$ cat config.mk
export PLATFORM = sky130hd
export DESIGN_NAME = ifc_flag_edge_ctrl
export DESIGN_NICKNAME = d
export VERILOG_FILES = /design/src/inc/ifc_pkg.sv /design/src/rtl/ifc_flag_edge_ctrl.sv
export SDC_FILE = /design/constraint.sdc
export NUM_CORES = 1
export LEC_CHECK = 0
export BUFFER_PORTS_ARGS = -buffer_cell sky130_fd_sc_hd__buf_2
export CORE_AREA = 2 2 133 135
export DETAILED_ROUTE_END_ITERATION = 8
export DIE_AREA = 0 0 135 137
export GPL_TIMING_DRIVEN = 0
export SLEW_MARGIN = 20
export SYNTH_ARGS = -nofsm -noshare
export SYNTH_HDL_FRONTEND = slang
export SYNTH_SLANG_ARGS = --single-unit
$ cat constraint.sdc
create_clock -name sys_clk -period 2.5 [get_ports sys_clk]
set_input_delay 0.25 -clock sys_clk [delete_from_list [all_inputs] [get_ports sys_clk]]
set_output_delay 0.25 -clock sys_clk [all_outputs]
set_load 0.05 [all_outputs]
$ cat src/inc/ifc_pkg.sv
// package: register map, flag masks and field positions for the flag and edge block
package ifc_pkg;
   localparam int ADDR_W = 4;
   localparam int DATA_W = 16;
   // register offsets
   localparam logic [3:0] OFS_CTRL   = 4'h0;
   localparam logic [3:0] OFS_FLAGS0 = 4'h2;
   localparam logic [3:0] OFS_FLAGS1 = 4'h4;
   localparam logic [3:0] OFS_FLAGS2 = 4'h6;
   localparam logic [3:0] OFS_FLAGS3 = 4'h8;
   localparam logic [3:0] OFS_ENABLE0 = 4'hA;
   localparam logic [3:0] OFS_ENABLE1 = 4'hC;
   localparam logic [3:0] OFS_ENABLE2 = 4'hE;
   localparam logic [3:0] OFS_ENABLE3 = 4'h1;
   // control register fields
   localparam int ALT_TABLE_BIT   = 15;
   localparam int MASK_ACTIVE_BIT = 14;
   localparam int EXT0_POL_BIT    = 0;
   localparam int NUM_EXT         = 3;
   localparam logic [15:0] CTRL_WMASK = 16'h8007;
   localparam logic [15:0] RESET_VAL  = 16'h0000;
   // implemented flag bits per register
   localparam logic [15:0] FLAGS0_MASK = 16'h3FEF;
   localparam logic [15:0] FLAGS1_MASK = 16'hFE1F;
   localparam logic [15:0] FLAGS2_MASK = 16'h22E3;
   localparam logic [15:0] FLAGS3_MASK = 16'h4006;
   // external input flag positions
   localparam int EXT0_FLAG_BIT = 0;
   localparam int EXT1_FLAG_BIT = 4;
   localparam int EXT2_FLAG_BIT = 13;

   typedef struct packed {
      logic              wrStb;
      logic              rdStb;
      logic [ADDR_W-1:0] addr;
      logic [DATA_W-1:0] wrData;
   } ifc_bus_t;
endpackage

$ cat src/rtl/ifc_flag_edge_ctrl.sv
// interrupt flag registers, external edge detection and vector select control
`timescale 1ns/1ps
module ifc_flag_edge_ctrl #(
   parameter int SYNC_STAGES = 2
) (
   input  wire logic                          sys_clk,
   input  wire logic                          rst_b,
   input  wire ifc_pkg::ifc_bus_t             bus,
   output logic      [ifc_pkg::DATA_W-1:0]    rdData,
   input  wire logic [ifc_pkg::DATA_W-1:0]    srcEvents0,
   input  wire logic [ifc_pkg::DATA_W-1:0]    srcEvents1,
   input  wire logic [ifc_pkg::DATA_W-1:0]    srcEvents2,
   input  wire logic [ifc_pkg::DATA_W-1:0]    srcEvents3,
   input  wire logic [ifc_pkg::NUM_EXT-1:0]   extIn,
   input  wire logic                          maskInstrActive,
   output logic                               altTableSelect,
   output logic      [4*ifc_pkg::DATA_W-1:0]  enabledRequests
);
   ////////////////////////////////////////////////////////////////////////////
   // state
   logic [15:0] flags0;
   logic [15:0] flags1;
   logic [15:0] flags2;
   logic [15:0] flags3;
   logic [15:0] enable0;
   logic [15:0] enable1;
   logic [15:0] enable2;
   logic [15:0] enable3;
   logic        altTable;
   logic [ifc_pkg::NUM_EXT-1:0] extPol;
   logic        maskActive;
   logic [ifc_pkg::NUM_EXT-1:0] syncStage [SYNC_STAGES];
   logic [ifc_pkg::NUM_EXT-1:0] extPrev;
   logic [ifc_pkg::NUM_EXT-1:0] extEdge;

   ////////////////////////////////////////////////////////////////////////////
   // address decode
   wire wrCtrl  = ifc_pkg::OFS_CTRL   == bus.addr && bus.wrStb;
   wire wrF0    = ifc_pkg::OFS_FLAGS0 == bus.addr && bus.wrStb;
   wire wrF1    = ifc_pkg::OFS_FLAGS1 == bus.addr && bus.wrStb;
   wire wrF2    = ifc_pkg::OFS_FLAGS2 == bus.addr && bus.wrStb;
   wire wrF3    = ifc_pkg::OFS_FLAGS3 == bus.addr && bus.wrStb;
   wire wrE0    = ifc_pkg::OFS_ENABLE0 == bus.addr && bus.wrStb;
   wire wrE1    = ifc_pkg::OFS_ENABLE1 == bus.addr && bus.wrStb;
   wire wrE2    = ifc_pkg::OFS_ENABLE2 == bus.addr && bus.wrStb;
   wire wrE3    = ifc_pkg::OFS_ENABLE3 == bus.addr && bus.wrStb;

   ////////////////////////////////////////////////////////////////////////////
   // pin synchroniser and edge detect
   always_ff @(posedge sys_clk or negedge rst_b) begin
      if (!rst_b) begin
         for (int i = 0; i < SYNC_STAGES; i++) begin
            syncStage[i] <= '0;
         end
         extPrev <= '0;
      end else begin
         syncStage[0] <= extIn;
         for (int i = 1; i < SYNC_STAGES; i++) begin
            syncStage[i] <= syncStage[i-1];
         end
         extPrev <= syncStage[SYNC_STAGES-1];
      end
   end

   wire [ifc_pkg::NUM_EXT-1:0] extNow = syncStage[SYNC_STAGES-1];

   genvar g;
   generate
      for (g = 0; g < ifc_pkg::NUM_EXT; g++) begin : gEdge
         // falling when polarity set, rising otherwise
         assign extEdge[g] = extPol[g] ? (extPrev[g] && !extNow[g])
                                       : (!extPrev[g] && extNow[g]);
      end
   endgenerate

   ////////////////////////////////////////////////////////////////////////////
   // flag next values: set beats software clear
   wire [15:0] ext0Vec = {15'h0000, extEdge[0]} << ifc_pkg::EXT0_FLAG_BIT;
   wire [15:0] ext1Vec = 16'(extEdge[1]) << ifc_pkg::EXT1_FLAG_BIT;
   wire [15:0] ext2Vec = 16'(extEdge[2]) << ifc_pkg::EXT2_FLAG_BIT;
   wire [15:0] set0 = (srcEvents0 | ext0Vec) & ifc_pkg::FLAGS0_MASK;
   wire [15:0] set1 = (srcEvents1 | ext1Vec | ext2Vec)
                      & ifc_pkg::FLAGS1_MASK;
   wire [15:0] set2 = srcEvents2 & ifc_pkg::FLAGS2_MASK;
   wire [15:0] set3 = srcEvents3 & ifc_pkg::FLAGS3_MASK;
   wire [15:0] next_flags0 = ((wrF0 ? bus.wrData : flags0) | set0)
                             & ifc_pkg::FLAGS0_MASK;
   wire [15:0] next_flags1 = ((wrF1 ? bus.wrData : flags1) | set1)
                             & ifc_pkg::FLAGS1_MASK;
   wire [15:0] next_flags2 = ((wrF2 ? bus.wrData : flags2) | set2)
                             & ifc_pkg::FLAGS2_MASK;
   wire [15:0] next_flags3 = ((wrF3 ? bus.wrData : flags3) | set3)
                             & ifc_pkg::FLAGS3_MASK;

   always_ff @(posedge sys_clk or negedge rst_b) begin
      if (!rst_b) begin
         flags0 <= ifc_pkg::RESET_VAL;
         flags1 <= ifc_pkg::RESET_VAL;
         flags2 <= ifc_pkg::RESET_VAL;
         flags3 <= ifc_pkg::RESET_VAL;
      end else begin
         flags0 <= next_flags0;
         flags1 <= next_flags1;
         flags2 <= next_flags2;
         flags3 <= next_flags3;
      end
   end

   ////////////////////////////////////////////////////////////////////////////
   // control and enable registers
   always_ff @(posedge sys_clk or negedge rst_b) begin
      if (!rst_b) begin
         altTable   <= 1'b0;
         extPol     <= '0;
         maskActive <= 1'b0;
         enable0    <= ifc_pkg::RESET_VAL;
         enable1    <= ifc_pkg::RESET_VAL;
         enable2    <= ifc_pkg::RESET_VAL;
         enable3    <= ifc_pkg::RESET_VAL;
      end else begin
         maskActive <= maskInstrActive;
         if (wrCtrl) begin
            altTable <= bus.wrData[ifc_pkg::ALT_TABLE_BIT];
            extPol   <= bus.wrData[ifc_pkg::EXT0_POL_BIT +: ifc_pkg::NUM_EXT];
         end
         if (wrE0) begin
            enable0 <= bus.wrData & ifc_pkg::FLAGS0_MASK;
         end
         if (wrE1) begin
            enable1 <= bus.wrData & ifc_pkg::FLAGS1_MASK;
         end
         if (wrE2) begin
            enable2 <= bus.wrData & ifc_pkg::FLAGS2_MASK;
         end
         if (wrE3) begin
            enable3 <= bus.wrData & ifc_pkg::FLAGS3_MASK;
         end
      end
   end

   ////////////////////////////////////////////////////////////////////////////
   // read mux, unmapped reads zero
   wire [15:0] ctrlView = (16'(altTable) << ifc_pkg::ALT_TABLE_BIT)
                        | (16'(maskActive) << ifc_pkg::MASK_ACTIVE_BIT)
                        | 16'(extPol);
   logic [15:0] next_rdData;
   always_comb begin
      next_rdData = 16'h0000;
      if (bus.rdStb) begin
         case (bus.addr)
            ifc_pkg::OFS_CTRL:    next_rdData = ctrlView;
            ifc_pkg::OFS_FLAGS0:  next_rdData = flags0;
            ifc_pkg::OFS_FLAGS1:  next_rdData = flags1;
            ifc_pkg::OFS_FLAGS2:  next_rdData = flags2;
            ifc_pkg::OFS_FLAGS3:  next_rdData = flags3;
            ifc_pkg::OFS_ENABLE0: next_rdData = enable0;
            ifc_pkg::OFS_ENABLE1: next_rdData = enable1;
            ifc_pkg::OFS_ENABLE2: next_rdData = enable2;
            ifc_pkg::OFS_ENABLE3: next_rdData = enable3;
            default:              next_rdData = 16'h0000;
         endcase
      end
   end

   always_ff @(posedge sys_clk or negedge rst_b) begin
      if (!rst_b) begin
         rdData          <= 16'h0000;
         altTableSelect  <= 1'b0;
         enabledRequests <= '0;
      end else begin
         rdData          <= next_rdData;
         altTableSelect  <= altTable;
         enabledRequests <= {flags3 & enable3, flags2 & enable2,
                             flags1 & enable1, flags0 & enable0};
      end
   end

   ////////////////////////////////////////////////////////////////////////////
   // assertions
   flag_sticky_a : assert property (@(posedge sys_clk) disable iff (!rst_b)
      !wrF0 |=> (flags0 & $past(flags0)) == $past(flags0))
      else $error("flag cleared without write");
   set_wins_a : assert property (@(posedge sys_clk) disable iff (!rst_b)
      (wrF1 && srcEvents1[15]) |=> flags1[15])
      else $error("set lost on clear");
   unused_zero_a : assert property (@(posedge sys_clk) disable iff (!rst_b)
      (flags0[15:14] == 2'b00) && !flags0[4] && (flags1[8:5] == 4'h0)
      && (flags3 & ~16'h4006) == 16'h0000)
      else $error("unused flag bit set");
   ext0_edge_a : assert property (@(posedge sys_clk) disable iff (!rst_b)
      ($rose(syncStage[SYNC_STAGES-1][0]) && !extPol[0] && !wrF0)
      |=> flags0[0])
      else $error("ext0 rising edge missed");
   ext1_fall_a : assert property (@(posedge sys_clk) disable iff (!rst_b)
      ($fell(syncStage[SYNC_STAGES-1][1]) && extPol[1] && !wrF1)
      |=> flags1[4])
      else $error("ext1 falling edge missed");
   ext2_fall_a : assert property (@(posedge sys_clk) disable iff (!rst_b)
      ($fell(syncStage[SYNC_STAGES-1][2]) && extPol[2] && !wrF1)
      |=> flags1[13])
      else $error("ext2 falling edge missed");
   mask_ro_a : assert property (@(posedge sys_clk) disable iff (!rst_b)
      (bus.rdStb && bus.addr == ifc_pkg::OFS_CTRL)
      |=> rdData[14] == $past(maskActive))
      else $error("mask status wrong");
   alt_sel_a : assert property (@(posedge sys_clk) disable iff (!rst_b)
      wrCtrl |=> ##1 altTableSelect == $past(bus.wrData[15], 2))
      else $error("alt table select wrong");
   uart_flag_a : assert property (@(posedge sys_clk) disable iff (!rst_b)
      srcEvents0[12] |=> flags0[12])
      else $error("uart tx flag missed");
   gate_en_a : assert property (@(posedge sys_clk) disable iff (!rst_b)
      !enable2[13] |=> !enabledRequests[45])
      else $error("disabled request passed");
   set_flags0_a : assert property (@(posedge sys_clk) disable iff (!rst_b)
      (srcEvents0 & ifc_pkg::FLAGS0_MASK) != 16'h0000 |=> (flags0 & $past(srcEvents0)
      & ifc_pkg::FLAGS0_MASK) == ($past(srcEvents0) & ifc_pkg::FLAGS0_MASK))
      else $error("flags 0 event lost");
   set_flags1_a : assert property (@(posedge sys_clk) disable iff (!rst_b)
      (srcEvents1 & ifc_pkg::FLAGS1_MASK) != 16'h0000 |=> (flags1 & $past(srcEvents1)
      & ifc_pkg::FLAGS1_MASK) == ($past(srcEvents1) & ifc_pkg::FLAGS1_MASK))
      else $error("flags 1 event lost");
   set_flags2_a : assert property (@(posedge sys_clk) disable iff (!rst_b)
      (srcEvents2 & ifc_pkg::FLAGS2_MASK) != 16'h0000 |=> (flags2 & $past(srcEvents2)
      & ifc_pkg::FLAGS2_MASK) == ($past(srcEvents2) & ifc_pkg::FLAGS2_MASK))
      else $error("flags 2 event lost");
   set_flags3_a : assert property (@(posedge sys_clk) disable iff (!rst_b)
      (srcEvents3 & ifc_pkg::FLAGS3_MASK) != 16'h0000 |=> (flags3 & $past(srcEvents3)
      & ifc_pkg::FLAGS3_MASK) == ($past(srcEvents3) & ifc_pkg::FLAGS3_MASK))
      else $error("flags 3 event lost");
   unused_flags0_a : assert property (@(posedge sys_clk) disable iff (!rst_b)
      (flags0 & ~ifc_pkg::FLAGS0_MASK) == 16'h0000)
      else $error("flags 0 unused bit set");
   unused_flags1_a : assert property (@(posedge sys_clk) disable iff (!rst_b)
      (flags1 & ~ifc_pkg::FLAGS1_MASK) == 16'h0000)
      else $error("flags 1 unused bit set");
   unused_flags2_a : assert property (@(posedge sys_clk) disable iff (!rst_b)
      (flags2 & ~ifc_pkg::FLAGS2_MASK) == 16'h0000)
      else $error("flags 2 unused bit set");
   unused_flags3_a : assert property (@(posedge sys_clk) disable iff (!rst_b)
      (flags3 & ~ifc_pkg::FLAGS3_MASK) == 16'h0000)
      else $error("flags 3 unused bit set");
   wr_flags0_a : assert property (@(posedge sys_clk) disable iff (!rst_b)
      (wrF0 && set0 == 16'h0000)
      |=> flags0 == ($past(bus.wrData) & ifc_pkg::FLAGS0_MASK))
      else $error("flags 0 write lost");
   wr_flags1_a : assert property (@(posedge sys_clk) disable iff (!rst_b)
      (wrF1 && set1 == 16'h0000)
      |=> flags1 == ($past(bus.wrData) & ifc_pkg::FLAGS1_MASK))
      else $error("flags 1 write lost");
   wr_flags2_a : assert property (@(posedge sys_clk) disable iff (!rst_b)
      (wrF2 && set2 == 16'h0000)
      |=> flags2 == ($past(bus.wrData) & ifc_pkg::FLAGS2_MASK))
      else $error("flags 2 write lost");
   wr_flags3_a : assert property (@(posedge sys_clk) disable iff (!rst_b)
      (wrF3 && set3 == 16'h0000)
      |=> flags3 == ($past(bus.wrData) & ifc_pkg::FLAGS3_MASK))
      else $error("flags 3 write lost");
   wr_enable0_a : assert property (@(posedge sys_clk) disable iff (!rst_b)
      wrE0 |=> enable0 == ($past(bus.wrData) & ifc_pkg::FLAGS0_MASK))
      else $error("enable 0 write wrong");
   wr_enable1_a : assert property (@(posedge sys_clk) disable iff (!rst_b)
      wrE1 |=> enable1 == ($past(bus.wrData) & ifc_pkg::FLAGS1_MASK))
      else $error("enable 1 write wrong");
   wr_enable2_a : assert property (@(posedge sys_clk) disable iff (!rst_b)
      wrE2 |=> enable2 == ($past(bus.wrData) & ifc_pkg::FLAGS2_MASK))
      else $error("enable 2 write wrong");
   wr_enable3_a : assert property (@(posedge sys_clk) disable iff (!rst_b)
      wrE3 |=> enable3 == ($past(bus.wrData) & ifc_pkg::FLAGS3_MASK))
      else $error("enable 3 write wrong");
   gate_req0_a : assert property (@(posedge sys_clk) disable iff (!rst_b)
      1'b1 |=> enabledRequests[15:0] == ($past(flags0) & $past(enable0)))
      else $error("request 0 gating wrong");
   gate_req1_a : assert property (@(posedge sys_clk) disable iff (!rst_b)
      1'b1 |=> enabledRequests[31:16] == ($past(flags1) & $past(enable1)))
      else $error("request 1 gating wrong");
   gate_req2_a : assert property (@(posedge sys_clk) disable iff (!rst_b)
      1'b1 |=> enabledRequests[47:32] == ($past(flags2) & $past(enable2)))
      else $error("request 2 gating wrong");
   gate_req3_a : assert property (@(posedge sys_clk) disable iff (!rst_b)
      1'b1 |=> enabledRequests[63:48] == ($past(flags3) & $past(enable3)))
      else $error("request 3 gating wrong");
   ext0_fall_a : assert property (@(posedge sys_clk) disable iff (!rst_b)
      ($fell(syncStage[SYNC_STAGES-1][0]) && extPol[0] && !wrF0)
      |=> flags0[0])
      else $error("ext0 falling edge missed");
   ext1_rise_a : assert property (@(posedge sys_clk) disable iff (!rst_b)
      ($rose(syncStage[SYNC_STAGES-1][1]) && !extPol[1] && !wrF1)
      |=> flags1[4])
      else $error("ext1 rising edge missed");
   ext2_rise_a : assert property (@(posedge sys_clk) disable iff (!rst_b)
      ($rose(syncStage[SYNC_STAGES-1][2]) && !extPol[2] && !wrF1)
      |=> flags1[13])
      else $error("ext2 rising edge missed");
   ext_once_a : assert property (@(posedge sys_clk) disable iff (!rst_b)
      (extEdge != '0) |=> ((extEdge & $past(extEdge)) == '0)
      || (extPol != $past(extPol)))
      else $error("one edge detected twice");
   rd_idle_a : assert property (@(posedge sys_clk) disable iff (!rst_b)
      !bus.rdStb |=> rdData == 16'h0000)
      else $error("read data without read");
   rd_flags0_a : assert property (@(posedge sys_clk) disable iff (!rst_b)
      (bus.rdStb && bus.addr == ifc_pkg::OFS_FLAGS0)
      |=> rdData == $past(flags0))
      else $error("flags 0 read wrong");
   rd_flags1_a : assert property (@(posedge sys_clk) disable iff (!rst_b)
      (bus.rdStb && bus.addr == ifc_pkg::OFS_FLAGS1)
      |=> rdData == $past(flags1))
      else $error("flags 1 read wrong");
   rd_flags2_a : assert property (@(posedge sys_clk) disable iff (!rst_b)
      (bus.rdStb && bus.addr == ifc_pkg::OFS_FLAGS2)
      |=> rdData == $past(flags2))
      else $error("flags 2 read wrong");
   rd_flags3_a : assert property (@(posedge sys_clk) disable iff (!rst_b)
      (bus.rdStb && bus.addr == ifc_pkg::OFS_FLAGS3)
      |=> rdData == $past(flags3))
      else $error("flags 3 read wrong");
   rd_enable0_a : assert property (@(posedge sys_clk) disable iff (!rst_b)
      (bus.rdStb && bus.addr == ifc_pkg::OFS_ENABLE0)
      |=> rdData == $past(enable0))
      else $error("enable 0 read wrong");
   rd_enable3_a : assert property (@(posedge sys_clk) disable iff (!rst_b)
      (bus.rdStb && bus.addr == ifc_pkg::OFS_ENABLE3)
      |=> rdData == $past(enable3))
      else $error("enable 3 read wrong");
   rd_ctrl_a : assert property (@(posedge sys_clk) disable iff (!rst_b)
      (bus.rdStb && bus.addr == ifc_pkg::OFS_CTRL)
      |=> rdData[13:3] == 11'h000 && rdData[15] == $past(altTable)
      && rdData[2:0] == $past(extPol))
      else $error("control read wrong");
   rd_unmapped_a : assert property (@(posedge sys_clk) disable iff (!rst_b)
      (bus.rdStb && bus.addr[0] && bus.addr != ifc_pkg::OFS_ENABLE3)
      |=> rdData == 16'h0000)
      else $error("unmapped read not zero");
   ctrl_pol_a : assert property (@(posedge sys_clk) disable iff (!rst_b)
      wrCtrl |=> extPol
      == $past(bus.wrData[ifc_pkg::EXT0_POL_BIT +: ifc_pkg::NUM_EXT]))
      else $error("polarity write lost");
   mask_follow_a : assert property (@(posedge sys_clk) disable iff (!rst_b)
      1'b1 |=> maskActive == $past(maskInstrActive))
      else $error("mask status not tracked");
endmodule

# == Word-level counts from Yosys, hierarchy flattened ==
# Index checks and enable logic that the tools add are counted.
# op_classes
n_bitwise,13
n_eq_ne,16
mux,9
n_reduce_logical,22
# op_table
op,count
one-hot mux 16 bit (9 select lines),1
two-way mux 16 bit,2
AND 14 bit,2
two-way mux 14 bit,2
bitwise OR 14 bit,2
AND 16 bit,1
"== test 4 bit, first input constant",4
"== test 4 bit, second input constant",4
bitwise OR 16 x 14 -> 16 bit,1
bitwise OR 16 x 15 -> 16 bit,1
bitwise OR 16 bit,1
bitwise OR 16 x 3 -> 16 bit,1
bitwise OR 16 x 5 -> 16 bit,1
AND 15 bit,1
logical AND 1 bit,15
two-way mux 15 bit,1
bitwise OR 15 bit,1
bitwise OR 14 x 1 -> 14 bit,1
"== test 3 x 4 -> 1 bit, first input constant",2
"== test 4 x 3 -> 1 bit, second input constant",2
logical NOT 1 bit,6
"== test 1 x 4 -> 1 bit, first input constant",1
"== test 2 x 4 -> 1 bit, first input constant",1
"== test 4 x 1 -> 1 bit, second input constant",1
other kinds (3),5
# word_totals
wordCells,77
ff_bits,165
out_inout_bits,81

# == Longest topological paths before layout ==
# logic_depth
word_depth,6
ltp_mapped,6

# == Worst setup path after synthesis ==
# OpenSTA, ideal clock, no wires.
# synth_timing
kind,input -> register
from,input bus[19] (netlist bit)
to,register enable0[10]
setup_slack_ps,1045
stages,5
setup_ps,128
arrival_time_ps,1327
cell_sequence,buf_2 > and4bb_2 > nand2_1 > buf_2 > mux2_1
# synth_between
elab_chain_len,2
# synth_rtl
item,line_no,source
start: declaration,ifc_flag_edge_ctrl.sv:8,"input wire ifc_pkg::ifc_bus_t bus,"
== test 4 bit,ifc_flag_edge_ctrl.sv:43,wire wrE0 = ifc_pkg::OFS_ENABLE0 == bus.addr && bus.wrStb;
logical AND 1 bit,ifc_flag_edge_ctrl.sv:43,
end signal: assignment,ifc_flag_edge_ctrl.sv:116,enable0 <= ifc_pkg::RESET_VAL;
end signal: assignment,ifc_flag_edge_ctrl.sv:127,enable0 <= bus.wrData & ifc_pkg::FLAGS0_MASK;
end: declaration,ifc_flag_edge_ctrl.sv:25,logic [15:0] enable0;
# No other way between the ends.
# A chain may end at the register's enable or synchronous reset.

# == Worst setup path in the final report ==
# layout_timing
from,input bus[16] (netlist bit)
to,register flags1[11]
# layout_between
elab_chain_len,4
# layout_rtl
item,line_no,source
== test 3 x 4 -> 1 bit,ifc_flag_edge_ctrl.sv:40,wire wrF1 = ifc_pkg::OFS_FLAGS1 == bus.addr && bus.wrStb;
logical AND 1 bit,ifc_flag_edge_ctrl.sv:40,
two-way mux 16 bit,ifc_flag_edge_ctrl.sv:88,wire [15:0] next_flags1 = ((wrF1 ? bus.wrData : flags1) | set1)
bitwise OR 16 bit,ifc_flag_edge_ctrl.sv:88,
net next_flags1[11],ifc_flag_edge_ctrl.sv:88,
end signal: assignment,ifc_flag_edge_ctrl.sv:98,flags1 <= ifc_pkg::RESET_VAL;
end signal: assignment,ifc_flag_edge_ctrl.sv:103,flags1 <= next_flags1;
end: declaration,ifc_flag_edge_ctrl.sv:22,logic [15:0] flags1;
# The timed path passes the listed nets, and every way through them passes these cells.

==> results by group <==
Run status
  – Outcome: finished clean

Logic synthesis
  – Synth Instances: 460
  – Simple-Gate Fraction of Synth Area: 15.8%
  – Netlist Area Pre-Place: 5860 um^2
  – Proportion of synthesized area in mux cells: 10.9%
  – Seq/Total Area, Yosys: 58.1%
  – Synth top area share: 58.1%
  – Average cell area after synthesis: 12.7 um^2
  – Post-Synth Adder-Cell Area: 0%
  – Most used DFF post-synth: dfrtp_1
  – Synth Area in XOR/XNOR: 0%
  – Ys Warns: 0
  – Largest family of logic cells by synthesized area: simple AND/OR/NAND/NOR gates
  – Area leader, netlist: dfrtp_1
  – Ys async rst share: 100%
  – Top cells by area, synth: dfrtp_1 (58%), mux2_1 (4.8%), a211o_1 (4.8%)
  – #FFs+latches synth: 136
  – Post-synthesis compound-gate area fraction: 9.50%
  – EDFF count, synth: 0
  – Distinct cell type count after synthesis: 45

Drt
  – Via Count: 4199
  – DR DRC count: 0
  – Iter 0 DRT Violations: 245
  – First-pass DRT Iterations: 6
  – WL final: 16300 um
  – Routed vias/inst: 4.86
  – Post-route ant nets: 0
  – WL per Instance: 18.9 um

Finish
  – Final instance area: 7550 um^2
  – Util after Layout: 44.3%
  – Antenna cell count: 0
  – Post-Layout Cell Count: 864
  – Synth-to-layout area growth: 28.9%
  – Multi-input logic area: 2230 um^2
  – Most common cell after layout, fill and taps aside: dfrtp_1
  – Most frequent cells in the layout: dfrtp_1 (136), buf_2 (125), and3_1 (38), and2_1 (35), a211o_1 (32)
  – FF/Latch Area: 3400 um^2
  – NumNets Final: 718
  – Fraction of layout cells with a size suffix above 1: 33.3%
  – Fill cells: 1623

Timing
  – Fin crit share: 66.6%
  – RSZ-0062 raised after global routing: false
  – Max Clk Rate: 0.600 GHz
  – Final setup fails: 0
  – Period minus WS final: 1.67 ns
  – Final hold slack: 0.0194 ns
  – Worst Tran Pin Value: 0.724 ns
  – Slew Limit Headroom: 51.8%
  – Final Skew: 0.00870 ns
  – Final Max Slew Viols: 0
  – Final Hold Viols: 0

Global routing
  – First-pass GRT wire length: 24800 um
  – Largest net degree at the start of global routing: 98
  – Global route overflow: 0
  – Global Route Usage Sum: 18.1%
  – Initial antenna violation count: 1
  – Number of global-route vias before repair: 4460

Worst setup path
  – Crit path DAT: 1.96 ns
  – CP Capture Type: flip-flop
  – Worst Setup Start Kind: input port
  – Crit path max fanout: 10
  – WP data required: 2.79 ns
  – Critical path class: input port to flip-flop

Placement
  – Placed cells: 827
  – I/O Buffers: 113
  – Placed wire-length estimate: 11300 um
  – Gp weighted congestion: 0.823
  – Area after DPL: 6850 um^2

Die
  – Area of the die: 18500 um^2
  – Starting Density: 34.3%
  – IO Pins: 173
  – Chip width: 135 um
  – Core Rows: 48
  – Core area: 17100 um^2
  – Die height: 137 um

Pwr
  – Maximum VDD drop: 0.000458 V
  – Pwr per Cell Area: 903 nW/um^2
  – Leak: 3.61 nW

Clocking
  – Post_cts resized: 0
  – Hold buffer count at CTS: 5
  – H-tree level count: 4
  – Clk_lat worst skew: 0.42 ns
  – Clock tree sinks: 136
  – Clk slew on worst S/H paths: 0.06 ns
  – CTS tree: done
  – Clk buf depth: 2
  – Post-CTS Setup Bufs: 0
  – Num CTS Buffers: 17
  – Root Buffer: clkbuf_16

Min path
  – Hold Path Class: input port to flip-flop

Flow run
  – Max-Cap Viols: 0
metrics by stage:
stage	TNS (ns)	worst slack (ns)	total power (W)
final	0	0.834	0.00682
after detailed placement	0	0.426	0.00409
after CTS	0	0.856	0.00688
after floorplan	0	1.05	0.00367
after global routing	0	0.692	0.00709
after global placement	-85.48	-0.642	0.00406
logic make-up (layout without fill, tap and decap cells):
group	after synthesis	in the layout
AO/OA/AOI/OAI	73	73
buffers and inverters	53	204
flip-flops	136	136
multiplexers	57	57
other	1	29
AND/OR/NAND/NOR	140	140
worst paths after layout:
check,start,to,slack [ns],depth (start not counted)
min in group asynchronous,rst_b,enabledRequests[31]$_DFF_PN0_,0.31,2
max in group asynchronous,rst_b,flags1[1]$_DFF_PN0_,1.40,3
worst max register to register,enable3[14]$_DFFE_PN0P_,rdData[14]$_DFF_PN0_,1.18,3
worst max-delay path,bus[16],flags1[11]$_DFF_PN0_,0.83,6
worst min register to register,syncStage[3]$_DFF_PN0_,extNow[0]$_DFF_PN0_,0.35,0
worst min-delay path,srcEvents1[4],flags1[4]$_DFF_PN0_,0.02,2
layer usage:
metal | part of all wire, % | wire length, um | global-route usage, %
met4 | 1.2 | 193 | 5.15
met1 | 43 | 7040 | 23.5
met5 | 0.043 | 7 | 0
met3 | 7.3 | 1190 | 4.41
met2 | 48 | 7860 | 30.3
power breakdown:
| group | leakage, nW | internal, W | switching [W] |
|---|---|---|---|
| combinational | 1.72 | 0.000415 | 0.000962 |
| clock | 0.316 | 0.00182 | 0.000941 |
| sequential | 1.57 | 0.00251 | 0.000169 |
| total | 3.61 | 0.00475 | 0.00207 |
final cells by class:
type,count,share of cell area [%]
plain buffers,53,4.34
clock inverters,12,2.62
clock buffers,20,6.05
multi-input cells,299,29.6
repair buffers,119,8.65
flip-flops and latches,136,45.1
well taps,225,3.73
synthesized netlist by cell type, types with 7 or more instances:
cell type and number:
a211o_1 32, and2_1 35, and3_1 38, and3b_1 15
buf_2 13, buf_4 30, clkbuf_1 9, dfrtp_1 136
mux2_1 25, mux2_2 19, mux2i_1 12, nand2_1 9
nor2_1 7, o21ai_0 10
state kept, by name, summed over array words and instances, names as in the netlist, 3 cells and up:
signal / cells
enable2: 7
enabledRequests: 35
flags1: 12
extNow: 3
enable1: 12
flags3: 3
rdData: 16
flags0: 13
flags2: 7
extPrev: 3
extPol: 3
syncStage: 3
enable3: 3
enable0: 13
critical path, stage by stage:
cell      delay (ns)
buf_2           0.11
buf_2           0.17
nor2_1          0.46
nand2_1         0.19
clkbuf_1        0.37
a211o_1         0.40
(Power assumes the default switching activity.)
